--- config.mk ---
export PLATFORM = sky130hd
export DESIGN_NAME = hid_msg_decoder
export DESIGN_NICKNAME = d
export VERILOG_FILES = /design/src/design/hid_pkg.sv /design/src/design/hid_cpu_regs.sv /design/src/design/hid_msg_decoder.sv
export SDC_FILE = /design/constraint.sdc
export NUM_CORES = 1
export LEC_CHECK = 0
export CAP_MARGIN = 20
export CORE_AREA = 2 2 188 190
export CTS_BUF_LIST = sky130_fd_sc_hd__clkbuf_4 sky130_fd_sc_hd__clkbuf_8
export CTS_CLUSTER_SIZE = 24
export DETAILED_ROUTE_END_ITERATION = 16
export DIE_AREA = 0 0 190 192
export DONT_BUFFER_PORTS = 1
export PLACE_DENSITY = 0.61
export SLEW_MARGIN = 30
export SYNTH_ARGS = -nofsm -noshare
export SYNTH_HDL_FRONTEND = slang
export SYNTH_SLANG_ARGS = --single-unit
export TNS_END_PERCENT = 50
--- constraint.sdc ---
create_clock -name clk -period 4.79 [get_ports clk]
set_clock_uncertainty 0.2 [all_clocks]
set_input_delay 0.479 -clock clk [delete_from_list [all_inputs] [get_ports clk]]
set_output_delay 0.479 -clock clk [all_outputs]
set_load 0.03 [all_outputs]
--- src/design/hid_pkg.sv ---
package hid_pkg;
  localparam int          REG_W        = 64;
  localparam int          TYPE_LSB     = 0;
  localparam int          TYPE_W       = 3;
  localparam int          TRIG_BIT     = 3;
  localparam int          DMODE_BIT    = 4;
  localparam int          DEST_LSB     = 5;
  localparam int          DEST_W       = 8;
  localparam int          VEC_LSB      = 13;
  localparam int          VEC_W        = 8;
  localparam int          IDX_W        = 6;
  localparam logic [7:0]  NV_VEC_BASE  = 8'h32;
  localparam logic [1:0]  DELIV_LINK   = 2'h0;
  localparam logic [1:0]  DELIV_MBOX   = 2'h1;
  localparam logic [63:0] LINK_IRQ_RST = 64'h0;
  localparam logic [63:0] MBOX_RST     = 64'h0;
  localparam logic [7:0]  VEC_RST      = 8'h00;

  typedef enum logic [2:0] {
    HID_MT_FIXED = 3'b000,
    HID_MT_ARB   = 3'b001,
    HID_MT_SMI   = 3'b010,
    HID_MT_NMI   = 3'b011,
    HID_MT_INIT  = 3'b100,
    HID_MT_START = 3'b101,
    HID_MT_EXTI  = 3'b110,
    HID_MT_RSVD  = 3'b111
  } hid_msg_type_t;
endpackage : hid_pkg

--- src/design/hid_cpu_regs.sv ---
`timescale 1ns/1ps
module hid_cpu_regs (
  // clock and reset
  input  wire logic        clk,
  input  wire logic        arst_n,
  // set and clear masks
  input  wire logic [63:0] ldt_set,
  input  wire logic [63:0] ldt_clr,
  input  wire logic [63:0] mbox_set,
  input  wire logic [63:0] mbox_clr,
  // register contents
  output logic      [63:0] link_irq,
  output logic      [63:0] mbox,
  output logic             link_pend,
  output logic             mbox_pend
);
  logic [63:0] link_irq_reg;
  logic [63:0] link_irq_next;
  logic [63:0] mbox_reg;
  logic [63:0] mbox_next;

  // set applied after clear so a new event never vanishes
  always_comb begin
    link_irq_next = (link_irq_reg & ~ldt_clr) | ldt_set;
    mbox_next     = (mbox_reg & ~mbox_clr) | mbox_set;
  end

  always_ff @(posedge clk or negedge arst_n) begin
    if (!arst_n) begin
      link_irq_reg <= hid_pkg::LINK_IRQ_RST;
      mbox_reg     <= hid_pkg::MBOX_RST;
    end else begin
      link_irq_reg <= link_irq_next;
      mbox_reg     <= mbox_next;
    end
  end

  assign link_irq  = link_irq_reg;
  assign mbox      = mbox_reg;
  assign link_pend = |link_irq_reg;
  assign mbox_pend = |mbox_reg;
endmodule : hid_cpu_regs

--- src/design/hid_msg_decoder.sv ---
`timescale 1ns/1ps
module hid_msg_decoder #(
  parameter int NUM_CPU = 2
) (
  // clock and reset
  input  wire logic                       clk,
  input  wire logic                       arst_n,
  // message register write, link or CPU
  input  wire logic                       msg_wr_en,
  input  wire logic [63:0]                msg_wr_data,
  // link-interrupt clear location, per CPU
  input  wire logic [NUM_CPU-1:0]         ldt_clr_en,
  input  wire logic [63:0]                ldt_clr_data,
  // mailbox clear location, per CPU
  input  wire logic [NUM_CPU-1:0]         mbox_clr_en,
  input  wire logic [63:0]                mbox_clr_data,
  // acknowledge-range byte read
  input  wire logic                       iack_rd_en,
  input  wire logic                       southbridge_on_link_cfg,
  // per-CPU registers
  output logic      [NUM_CPU-1:0][63:0]   link_irq,
  output logic      [NUM_CPU-1:0][63:0]   mbox,
  output logic      [NUM_CPU-1:0]         link_irq_pend,
  output logic      [NUM_CPU-1:0]         mbox_pend,
  // last decoded message
  output logic      [7:0]                 last_vec,
  output logic      [NUM_CPU-1:0]         last_tgt,
  output logic                            last_level,
  output logic                            msg_done,
  output logic                            msg_drop,
  // acknowledge routing
  output logic                            iack_link_req,
  output logic                            iack_pci_req
);
  logic [2:0]              m_type;
  logic                    m_level;
  logic                    m_logical;
  logic [7:0]              m_dest;
  logic [7:0]              m_vec;
  logic [7:0]              eff_vec;
  logic                    nonvec;
  logic                    rsvd;
  logic [NUM_CPU-1:0]      sel;
  logic [NUM_CPU-1:0]      tgt;
  logic                    to_link;
  logic                    to_mbox;
  logic                    drop;
  logic [63:0]             bit_mask;
  logic [NUM_CPU-1:0][63:0] ldt_set;
  logic [NUM_CPU-1:0][63:0] ldt_clr;
  logic [NUM_CPU-1:0][63:0] mbox_set;
  logic [NUM_CPU-1:0][63:0] mbox_clr;

  logic [7:0]              last_vec_reg;
  logic [7:0]              last_vec_next;
  logic [NUM_CPU-1:0]      last_tgt_reg;
  logic [NUM_CPU-1:0]      last_tgt_next;
  logic                    last_level_reg;
  logic                    last_level_next;
  logic                    done_reg;
  logic                    done_next;
  logic                    drop_reg;
  logic                    drop_next;
  logic                    iack_link_reg;
  logic                    iack_link_next;
  logic                    iack_pci_reg;
  logic                    iack_pci_next;

  // field extraction; bits above 20 are ignored
  always_comb begin
    m_type    = msg_wr_data[hid_pkg::TYPE_LSB +: hid_pkg::TYPE_W];
    m_level   = msg_wr_data[hid_pkg::TRIG_BIT];
    m_logical = msg_wr_data[hid_pkg::DMODE_BIT];
    m_dest    = msg_wr_data[hid_pkg::DEST_LSB +: hid_pkg::DEST_W];
    m_vec     = msg_wr_data[hid_pkg::VEC_LSB +: hid_pkg::VEC_W];
  end

  // type classes and fixed vectors for the non-vectored kinds
  always_comb begin
    rsvd    = (m_type == hid_pkg::HID_MT_RSVD);
    nonvec  = (m_type >= hid_pkg::HID_MT_SMI) && !rsvd;
    eff_vec = m_vec;
    if (nonvec) begin
      eff_vec = 8'(hid_pkg::NV_VEC_BASE + {5'h00, m_type} - 8'h02);
    end
  end

  // destination decode; only CPUs that exist can be selected
  always_comb begin
    for (int i = 0; i < NUM_CPU; i++) begin
      if (m_logical) begin
        sel[i] = m_dest[i];
      end else begin
        sel[i] = (m_dest == 8'(i));
      end
    end
  end

  // arbitrated delivery picks the lowest numbered selected CPU;
  // no CPU reports what it is servicing, so lowest is the only fair choice
  always_comb begin
    tgt = sel;
    if (m_type == hid_pkg::HID_MT_ARB) begin
      tgt = '0;
      for (int i = NUM_CPU - 1; i >= 0; i--) begin
        if (sel[i]) begin
          tgt = NUM_CPU'(1) << i;
        end
      end
    end
  end

  // delivery class from the top two vector bits
  always_comb begin
    to_link  = msg_wr_en && !rsvd && (eff_vec[7:6] == hid_pkg::DELIV_LINK);
    to_mbox  = msg_wr_en && !rsvd && (eff_vec[7:6] == hid_pkg::DELIV_MBOX);
    drop     = msg_wr_en && (rsvd || eff_vec[7] || (tgt == '0));
    bit_mask = 64'h1 << eff_vec[hid_pkg::IDX_W-1:0];
  end

  // per-CPU masks; each write is applied in the cycle it arrives, so
  // messages take effect in exactly the order the bus delivers them
  always_comb begin
    for (int i = 0; i < NUM_CPU; i++) begin
      ldt_set[i]  = (to_link && tgt[i]) ? bit_mask : 64'h0;
      mbox_set[i] = (to_mbox && tgt[i]) ? bit_mask : 64'h0;
      ldt_clr[i]  = ldt_clr_en[i] ? ldt_clr_data : 64'h0;
      mbox_clr[i] = mbox_clr_en[i] ? mbox_clr_data : 64'h0;
    end
  end

  genvar g;
  generate
    for (g = 0; g < NUM_CPU; g++) begin : g_cpu
      hid_cpu_regs u_regs (
        .clk       (clk),
        .arst_n    (arst_n),
        .ldt_set   (ldt_set[g]),
        .ldt_clr   (ldt_clr[g]),
        .mbox_set  (mbox_set[g]),
        .mbox_clr  (mbox_clr[g]),
        .link_irq  (link_irq[g]),
        .mbox      (mbox[g]),
        .link_pend (link_irq_pend[g]),
        .mbox_pend (mbox_pend[g])
      );
    end
  endgenerate

  // last-message status and acknowledge routing
  always_comb begin
    last_vec_next   = last_vec_reg;
    last_tgt_next   = last_tgt_reg;
    last_level_next = last_level_reg;
    done_next       = msg_wr_en;
    drop_next       = drop;
    if (msg_wr_en) begin
      last_vec_next   = eff_vec;
      last_tgt_next   = rsvd ? '0 : tgt;
      last_level_next = m_level;
    end
    // the southbridge answers with the vector byte either way
    iack_link_next = iack_rd_en && southbridge_on_link_cfg;
    iack_pci_next  = iack_rd_en && !southbridge_on_link_cfg;
  end

  always_ff @(posedge clk or negedge arst_n) begin
    if (!arst_n) begin
      last_vec_reg   <= hid_pkg::VEC_RST;
      last_tgt_reg   <= '0;
      last_level_reg <= 1'b0;
      done_reg       <= 1'b0;
      drop_reg       <= 1'b0;
      iack_link_reg  <= 1'b0;
      iack_pci_reg   <= 1'b0;
    end else begin
      last_vec_reg   <= last_vec_next;
      last_tgt_reg   <= last_tgt_next;
      last_level_reg <= last_level_next;
      done_reg       <= done_next;
      drop_reg       <= drop_next;
      iack_link_reg  <= iack_link_next;
      iack_pci_reg   <= iack_pci_next;
    end
  end

  assign last_vec      = last_vec_reg;
  assign last_tgt      = last_tgt_reg;
  assign last_level    = last_level_reg;
  assign msg_done      = done_reg;
  assign msg_drop      = drop_reg;
  assign iack_link_req = iack_link_reg;
  assign iack_pci_req  = iack_pci_reg;

  logic       wr_fixed_vec00;
  logic [2:0] wt;
  logic [7:0] wd;
  logic [7:0] wv;
  logic       wr_phys0;
  logic       clr_idle;
  assign wt = msg_wr_data[2:0];
  assign wd = msg_wr_data[12:5];
  assign wv = msg_wr_data[20:13];
  assign wr_fixed_vec00 = msg_wr_en && (wt == 3'h0) && (wv[7:6] == 2'h0);
  assign wr_phys0 = msg_wr_en && !msg_wr_data[4] && (wd == 8'h00);
  assign clr_idle = (ldt_clr_en == '0) && (mbox_clr_en == '0);
endmodule : hid_msg_decoder

==> results of run 1 <==
## area by class of cell
| cell class | count | area [µm²] |
|---|---|---|
| antenna | 2 | 5.00 |
| inverter | 11 | 41.3 |
| timing repair buffer | 216 | 2200 |
| clock buffer | 75 | 945 |
| sequential | 271 | 6780 |
| fill | 3195 | 18500 |
| tap | 455 | 569 |
| clock inverter | 7 | 110 |
| multi-input combinational | 853 | 5100 |
## cell families after synthesis
kind of cell,count (synthesis)
flip-flops,271
multiplexers,4
AND/OR/NAND/NOR,520
buffers and inverters,92
AO/OA/AOI/OAI,328
XOR/XNOR,1
## critical path, stage by stage, from the launching register on
cell and delay, ns:
dfrtp_1 0.57, nor4_1 0.61, nand4_1 0.38, or4_1 0.79
## layer usage
layer	up-vias	track usage, %
li1	4889	-
met1	5870	37.0
met2	860	47.2
met3	138	10.9
met4	0	12.2
met5	-	0
## path summary, 6_finish.rpt
path | from | end | slack (ns) | depth (start not counted)
setup / recovery | g_cpu[0].u_regs.link_irq[31]$_DFF_PN0_ | link_irq_pend[0] | 1.18 | 3
hold / removal | arst_n | g_cpu[1].u_regs.mbox[28]$_DFF_PN0_ | -0.60 | 0
setup reg to reg | g_cpu[0].u_regs.link_irq[29]$_DFF_PN0_ | g_cpu[0].u_regs.link_irq[29]$_DFF_PN0_ | 3.59 | 1
hold reg to reg | last_vec[6]$_DFFE_PN0P_ | last_vec[6]$_DFFE_PN0P_ | 0.49 | 2
max in group asynchronous | arst_n | iack_link_req$_DFF_PN0_ | 4.56 | 0
min in group clk | msg_wr_data[2] | g_cpu[1].u_regs.link_irq[35]$_DFF_PN0_ | 0.02 | 2
## through the flow
stage | hold WS [ns] | total power, µW | area (µm²) | util (%) | instances
global placement | -0.0102 | 2650 | 12600 | 36.7 | 1606
CTS | -0.635 | 5230 | 15700 | 45.8 | 1888
detailed placement | -0.0112 | 2650 | 12600 | 36.8 | 1608
global route | -0.634 | 5360 | 15800 | 45.9 | 1890
floorplan | -0.0166 | 2610 | 12200 | - | 1216
finish | -0.603 | 5200 | 15800 | 45.9 | 1890
## report_power, final
part | internal, µW | switching (µW) | total [µW] | leakage [µW]
combinational | 190 | 260 | 450 | 0.00261
sequential | 2310 | 57.3 | 2370 | 0.00376
clock | 1400 | 983 | 2390 | 0.000561
total | 3900 | 1300 | 5200 | 0.00693
## cells in the mapped netlist (all sizes together), types with 2 or more instances
library cell and number:
buf 34, a21oi 13, nand3 11, a32o 80, clkbuf 47, o31ai 13
o211ai 6, a211oi 10, mux2 4, dfrtp 271, inv 11, nand3b 2
and3 2, a221oi 4, nor3 10, and2 2, a21o 4, nand2 351
or2 2, nand4 17, a31oi 3, nor2 25, o21ai 73, a22o 105
o22ai 7, nand2b 4, or4 11, nor2b 7, and3b 3, nor4 69
a21boi 3
==> run_results.csv, run 1 <==
group,metric,value,unit
detailed_routing,wl_per_cell,29.9,µm
detailed_routing,wl_met1,21.6,mm
synth,syn-num-nets,1417,
outcome,status,"finished, violations left",
critical_path,critical_path_class,"reg -> out",
global_route,overflow,0,
detailed_routing,wl,56.5,mm
critical_path,critPathMaxFanout,3,
die,die_x,190,µm
global_route,grt_antenna_before_repair,2,
detailed_routing,wl_met3,6.91,mm
place,dpl.hpwl,39.9,mm
sta,rsz0062_at_grt,"false",
synth,synth_area_leaders,"dfrtp_1 56%, nand2_1 11%, a22o_1 7.5%",
critical_path,start_kind,"register",
synth,synthSimpleGateAreaFrac,19.0,%
hold_path,worstHoldPathType,"in -> async",
clock_network,root_buffer,"clkbuf_8",
synth,yosysSeqAreaShare,55.5,%
power,p_leak,0.00693,µW
global_route,grt_max_degree,272,
place,dpl_worst_slack,1.77,ns
layout,final_nets,1602,
global_route,grt_first_pass_wirelength,79.2,mm
synth,syn_inst,1216,
detailed_routing,postRouteAntennaNets,0,
place,place_congestion,0.958,
sta,hold_viol,271,
sta,worst_slack,1.18,ns
clock_network,cts_buffers,48,
clock_network,h-tree-depth,2,
synth,netlist.area_leader.share,55.5,%
synth,synth_top_area_cell,"dfrtp_1",
clock_network,clock_latency,0.58,ns
synth,ys_seq_elements,271,
synth,synth_area,0.0122,mm²
synth,synthArstFlopShare,100,%
power,cellPowerDensity,330,mW/mm²
layout,final_common_cell,"nand2_1",
die,initial_core_util,35.6,%
sta,min_period_over_period,75.3,%
sta,slew_headroom,25.3,%
layout,layout-drive-gt1-share,9.35,%
global_route,grt_pass1_vias,11400,
synth,synth.avg_cell_area,10.0,µm²
synth,synth.distinct_cells,54,
sta,worstMarginPinSlew,1.11,ns
place,portBuffers,0,
clock_network,post_cts_buffers,0,
detailed_routing,vias,11800,
sta,max_freq,0.277,GHz
sta,drv_slew,0,
global_route,grt_usage,29.9,%
clock_network,cts_buffer_depth,3,
die,fp-row-count,68,
clock_network,cts_tree,"done",
sta,hold_ws,-0.603,ns
synth,synth_top_family_by_area,"compound AO/OA/AOI/OAI gates",
sta,period_needed,3.61,ns
clock_network,clkTransAtPathRegs,0.07,ns
die,coreArea,0.0343,mm²
layout,area_growth,29.0,%
detailed_routing,drtIter0Drc,1284,
synth,synth_edf_count,0,
sta,fin_setup_tns,0,ns
flow_run,drv_cap,0,
synth,synth_xor_xnor_area_share,0.0717,%
clock_network,cts_resized,0,
critical_path,crit_path_end_kind,"output pin",
synth,synth-adder-area-share,0,%
synth,synth_compound_area_share,21.6,%
synth,yosysWarnings,0,
sta,finalSetupViolCount,0,
detailed_routing,routed_via_density,6.22,
clock_network,postCtsHoldBufs,198,
layout,layout_common_cells,"350 x nand2_1, 271 x dfrtp_1, 194 x dlygate4sd3_1",
critical_path,arrival,2.93,ns
detailed_routing,firstDrtPassIters,6,
detailed_routing,wl_met2,25.7,mm
critical_path,worst_ep_required_time,4.11,ns
synth,ys.flop_type,"dfrtp_1",
die,die_y,192,µm
power,ir_drop,0.178,mV
die,io_pins,476,
die,dieArea,0.0365,mm²
detailed_routing,highest_layer,"met4",
outcome,violations,"hold timing",
detailed_routing,drcViolationCount,0,
clock_network,cts.sinks,271,
synth,synth.area.mux_share,0.369,%
(Power assumes the default switching activity.)
==> run 2, diff against run 1 <==
CORE_AREA = 2 2 184 186   (was 2 2 188 190)
DIE_AREA = 0 0 186 188   (was 0 0 190 192)
PLACE_DENSITY = 0.65   (was 0.61)
clock period = 3 ns   (was 4.79 ns; I/O delays follow)
==> run_results.csv, run 2 (same netlist as run 1, synthesis figures left out) <==
group,metric,value,unit
outcome,status,"finished, violations left",
outcome,violations,"hold timing, setup timing",
die,coreArea,0.0331,mm²
clock_network,cts_buffers,47,
power,internal-power,6320,µW
global_route,grt_first_pass_wirelength,82.4,mm
layout,post-route-util,49.9,%
layout,area_growth,35.3,%
global_route,grt_max_degree,272,
sta,hold_viol,271,
global_route,grt_usage,31.9,%
flow_run,drv_cap,0,
layout,final_common_cell,"nand2_1",
sta,fin_setup_tns,-0.0567,ns
detailed_routing,routed_via_density,6.33,
power,cellPowerDensity,512,mW/mm²
power,ir_drop,0.360,mV
clock_network,cts_tree,"done",
layout,layout-drive-gt1-share,14.9,%
power,pwr-share-seq,44.7,%
clock_network,clock_latency,0.57,ns
clock_network,clkTransAtPathRegs,0.06,ns
global_route,grt_antenna_before_repair,2,
critical_path,start_kind,"register",
critical_path,worst_ep_required_time,2.50,ns
detailed_routing,firstDrtPassIters,6,
sta,min_period_over_period,102,%
clock_network,cts_buffer_depth,3,
sta,period_needed,3.05,ns
detailed_routing,postRouteAntennaNets,0,
detailed_routing,wl_per_cell,29.5,µm
power,comb_power_share,9.3,%
sta,finalSetupViolCount,2,
detailed_routing,vias,12400,
sta,rsz0062_at_grt,"true",
critical_path,arrival,2.55,ns
power,pwr-share-clk,46.0,%
critical_path,crit_path_end_kind,"output pin",
clock_network,h-tree-depth,2,
detailed_routing,drtIter0Drc,1288,
sta,worst_slack,-0.0489,ns
critical_path,critPathMaxFanout,3,
die,io_pins,476,
clock_network,root_buffer,"clkbuf_8",
die,die_x,186,µm
global_route,overflow,0,
sta,slew_headroom,38.5,%
global_route,grt_pass1_vias,12500,
die,initial_core_util,36.9,%
place,portBuffers,0,
power,p_leak,0.00739,µW
detailed_routing,drcViolationCount,0,
layout,final_nets,1674,
power,p_sw_share,25.2,%
place,dpl.hpwl,39.8,mm
die,dieArea,0.0350,mm²
critical_path,critical_path_class,"reg -> out",
power,switchingPower,2130,µW
sta,max_freq,0.328,GHz
layout,layout_common_cells,"351 x nand2_1, 259 x dfrtp_1, 204 x dlygate4sd3_1",
hold_path,worstHoldPathType,"in -> async",
sta,drv_slew,0,
die,die_y,188,µm
sta,hold_ws,-0.772,ns
die,fp-row-count,67,
sta,worstMarginPinSlew,0.921,ns
layout,fillers,2918,
detailed_routing,wl,57.7,mm
clock_network,cts.sinks,271,
place,place_congestion,0.946,
-- run 2: changes by cell type in the layout (fill, tap and decap cells not counted), moves of 3 or more --
cell	before	now
buf_4	17	79
or4_4	0	4
nor4_1	65	48
dfrtp_2	0	12
dfrtp_1	271	259
nor4_4	0	7
or4_1	11	7
dlygate4sd3_1	194	204
clkinv_2	4	1
nor4_2	4	14
-- run 2: timing repair --
item | in CTS | in global routing
pin swaps | 6 | 2
hold buffers | 207 | 1
hold endpoints to repair | 542 | 272
resized for setup | 38 | 6
buffers inserted | 0 | 0
endpoints found under the setup margin | 4 | 3
-- run 2: power by group through the flow --
stage               clock network, µW  logic (µW)  registers (µW)
finish                           3880         788            3780
global route                     4080         827            3780
CTS                              3930         756            3770
detailed placement                  0         422            3840
global placement                    0         414            3840
floorplan                           0         344            3830
-- run 2: area by class of cell --
cell class                 instances  area, µm²  share of cell area [%]
antenna                            1       2.50                  0.0152
clock buffer                      74        931                    5.64
clock inverter                     7        140                   0.849
inverter                          11       41.3                   0.250
multi-input combinational        853       5260                    31.8
sequential                       271       6800                    41.2
tap                              448        561                    3.39
timing repair buffer             289       2790                    16.9
-- run 2: metal layers --
| metal | GRT usage (%) | share of wire, % | vias to the layer above |
|---|---|---|---|
| li1 | - | - | 5054 |
| met1 | 39.4 | 37 | 6206 |
| met2 | 50.5 | 46 | 906 |
| met3 | 11.0 | 12 | 200 |
| met4 | 13.8 | 4.8 | 2 |
| met5 | 0 | 0.023 | - |
-- run 2: through the flow --
| stage | power [µW] | worst slack (ns) | hold WS (ns) | cell area (µm²) | instances |
|---|---|---|---|---|---|
| 6_report | 8450 | -0.0489 | -0.772 | 16500 | 1954 |
| 5_1_grt | 8690 | -0.0591 | -0.810 | 16500 | 1954 |
| 4_1_cts | 8460 | -0.0236 | -0.806 | 16500 | 1952 |
| 3_5_place_dp | 4260 | 0.206 | -0.188 | 13100 | 1664 |
| 3_3_place_gp | 4250 | 0.185 | -0.187 | 13100 | 1664 |
| 2_1_floorplan | 4170 | 0.933 | -0.196 | 12200 | 1216 |
-- run 2: worst paths after layout --
kind                                                        start                                endpoint  slack [ns]  cells past startpoint
setup reg to reg           g_cpu[1].u_regs.link_irq[24]$_DFF_PN0_  g_cpu[1].u_regs.link_irq[24]$_DFF_PN0_        1.32                      2
min in group clk                                  msg_wr_data[14]  g_cpu[1].u_regs.link_irq[32]$_DFF_PN0_        0.04                      4
setup / recovery           g_cpu[1].u_regs.link_irq[21]$_DFF_PN0_                        link_irq_pend[1]       -0.05                      3
max in group asynchronous                                  arst_n  g_cpu[1].u_regs.link_irq[40]$_DFF_PN0_        2.97                      0
hold reg to reg            g_cpu[1].u_regs.link_irq[32]$_DFF_PN0_  g_cpu[1].u_regs.link_irq[32]$_DFF_PN0_        0.48                      3
hold / removal                                             arst_n      g_cpu[1].u_regs.mbox[19]$_DFF_PN0_       -0.77                      0
-- run 2: worst max-delay path, cell delays in order (launching register included) --
cell     delay [ns]
dfrtp_1        0.53
nor4_2         0.44
nand4_1        0.31
or4_4          0.70
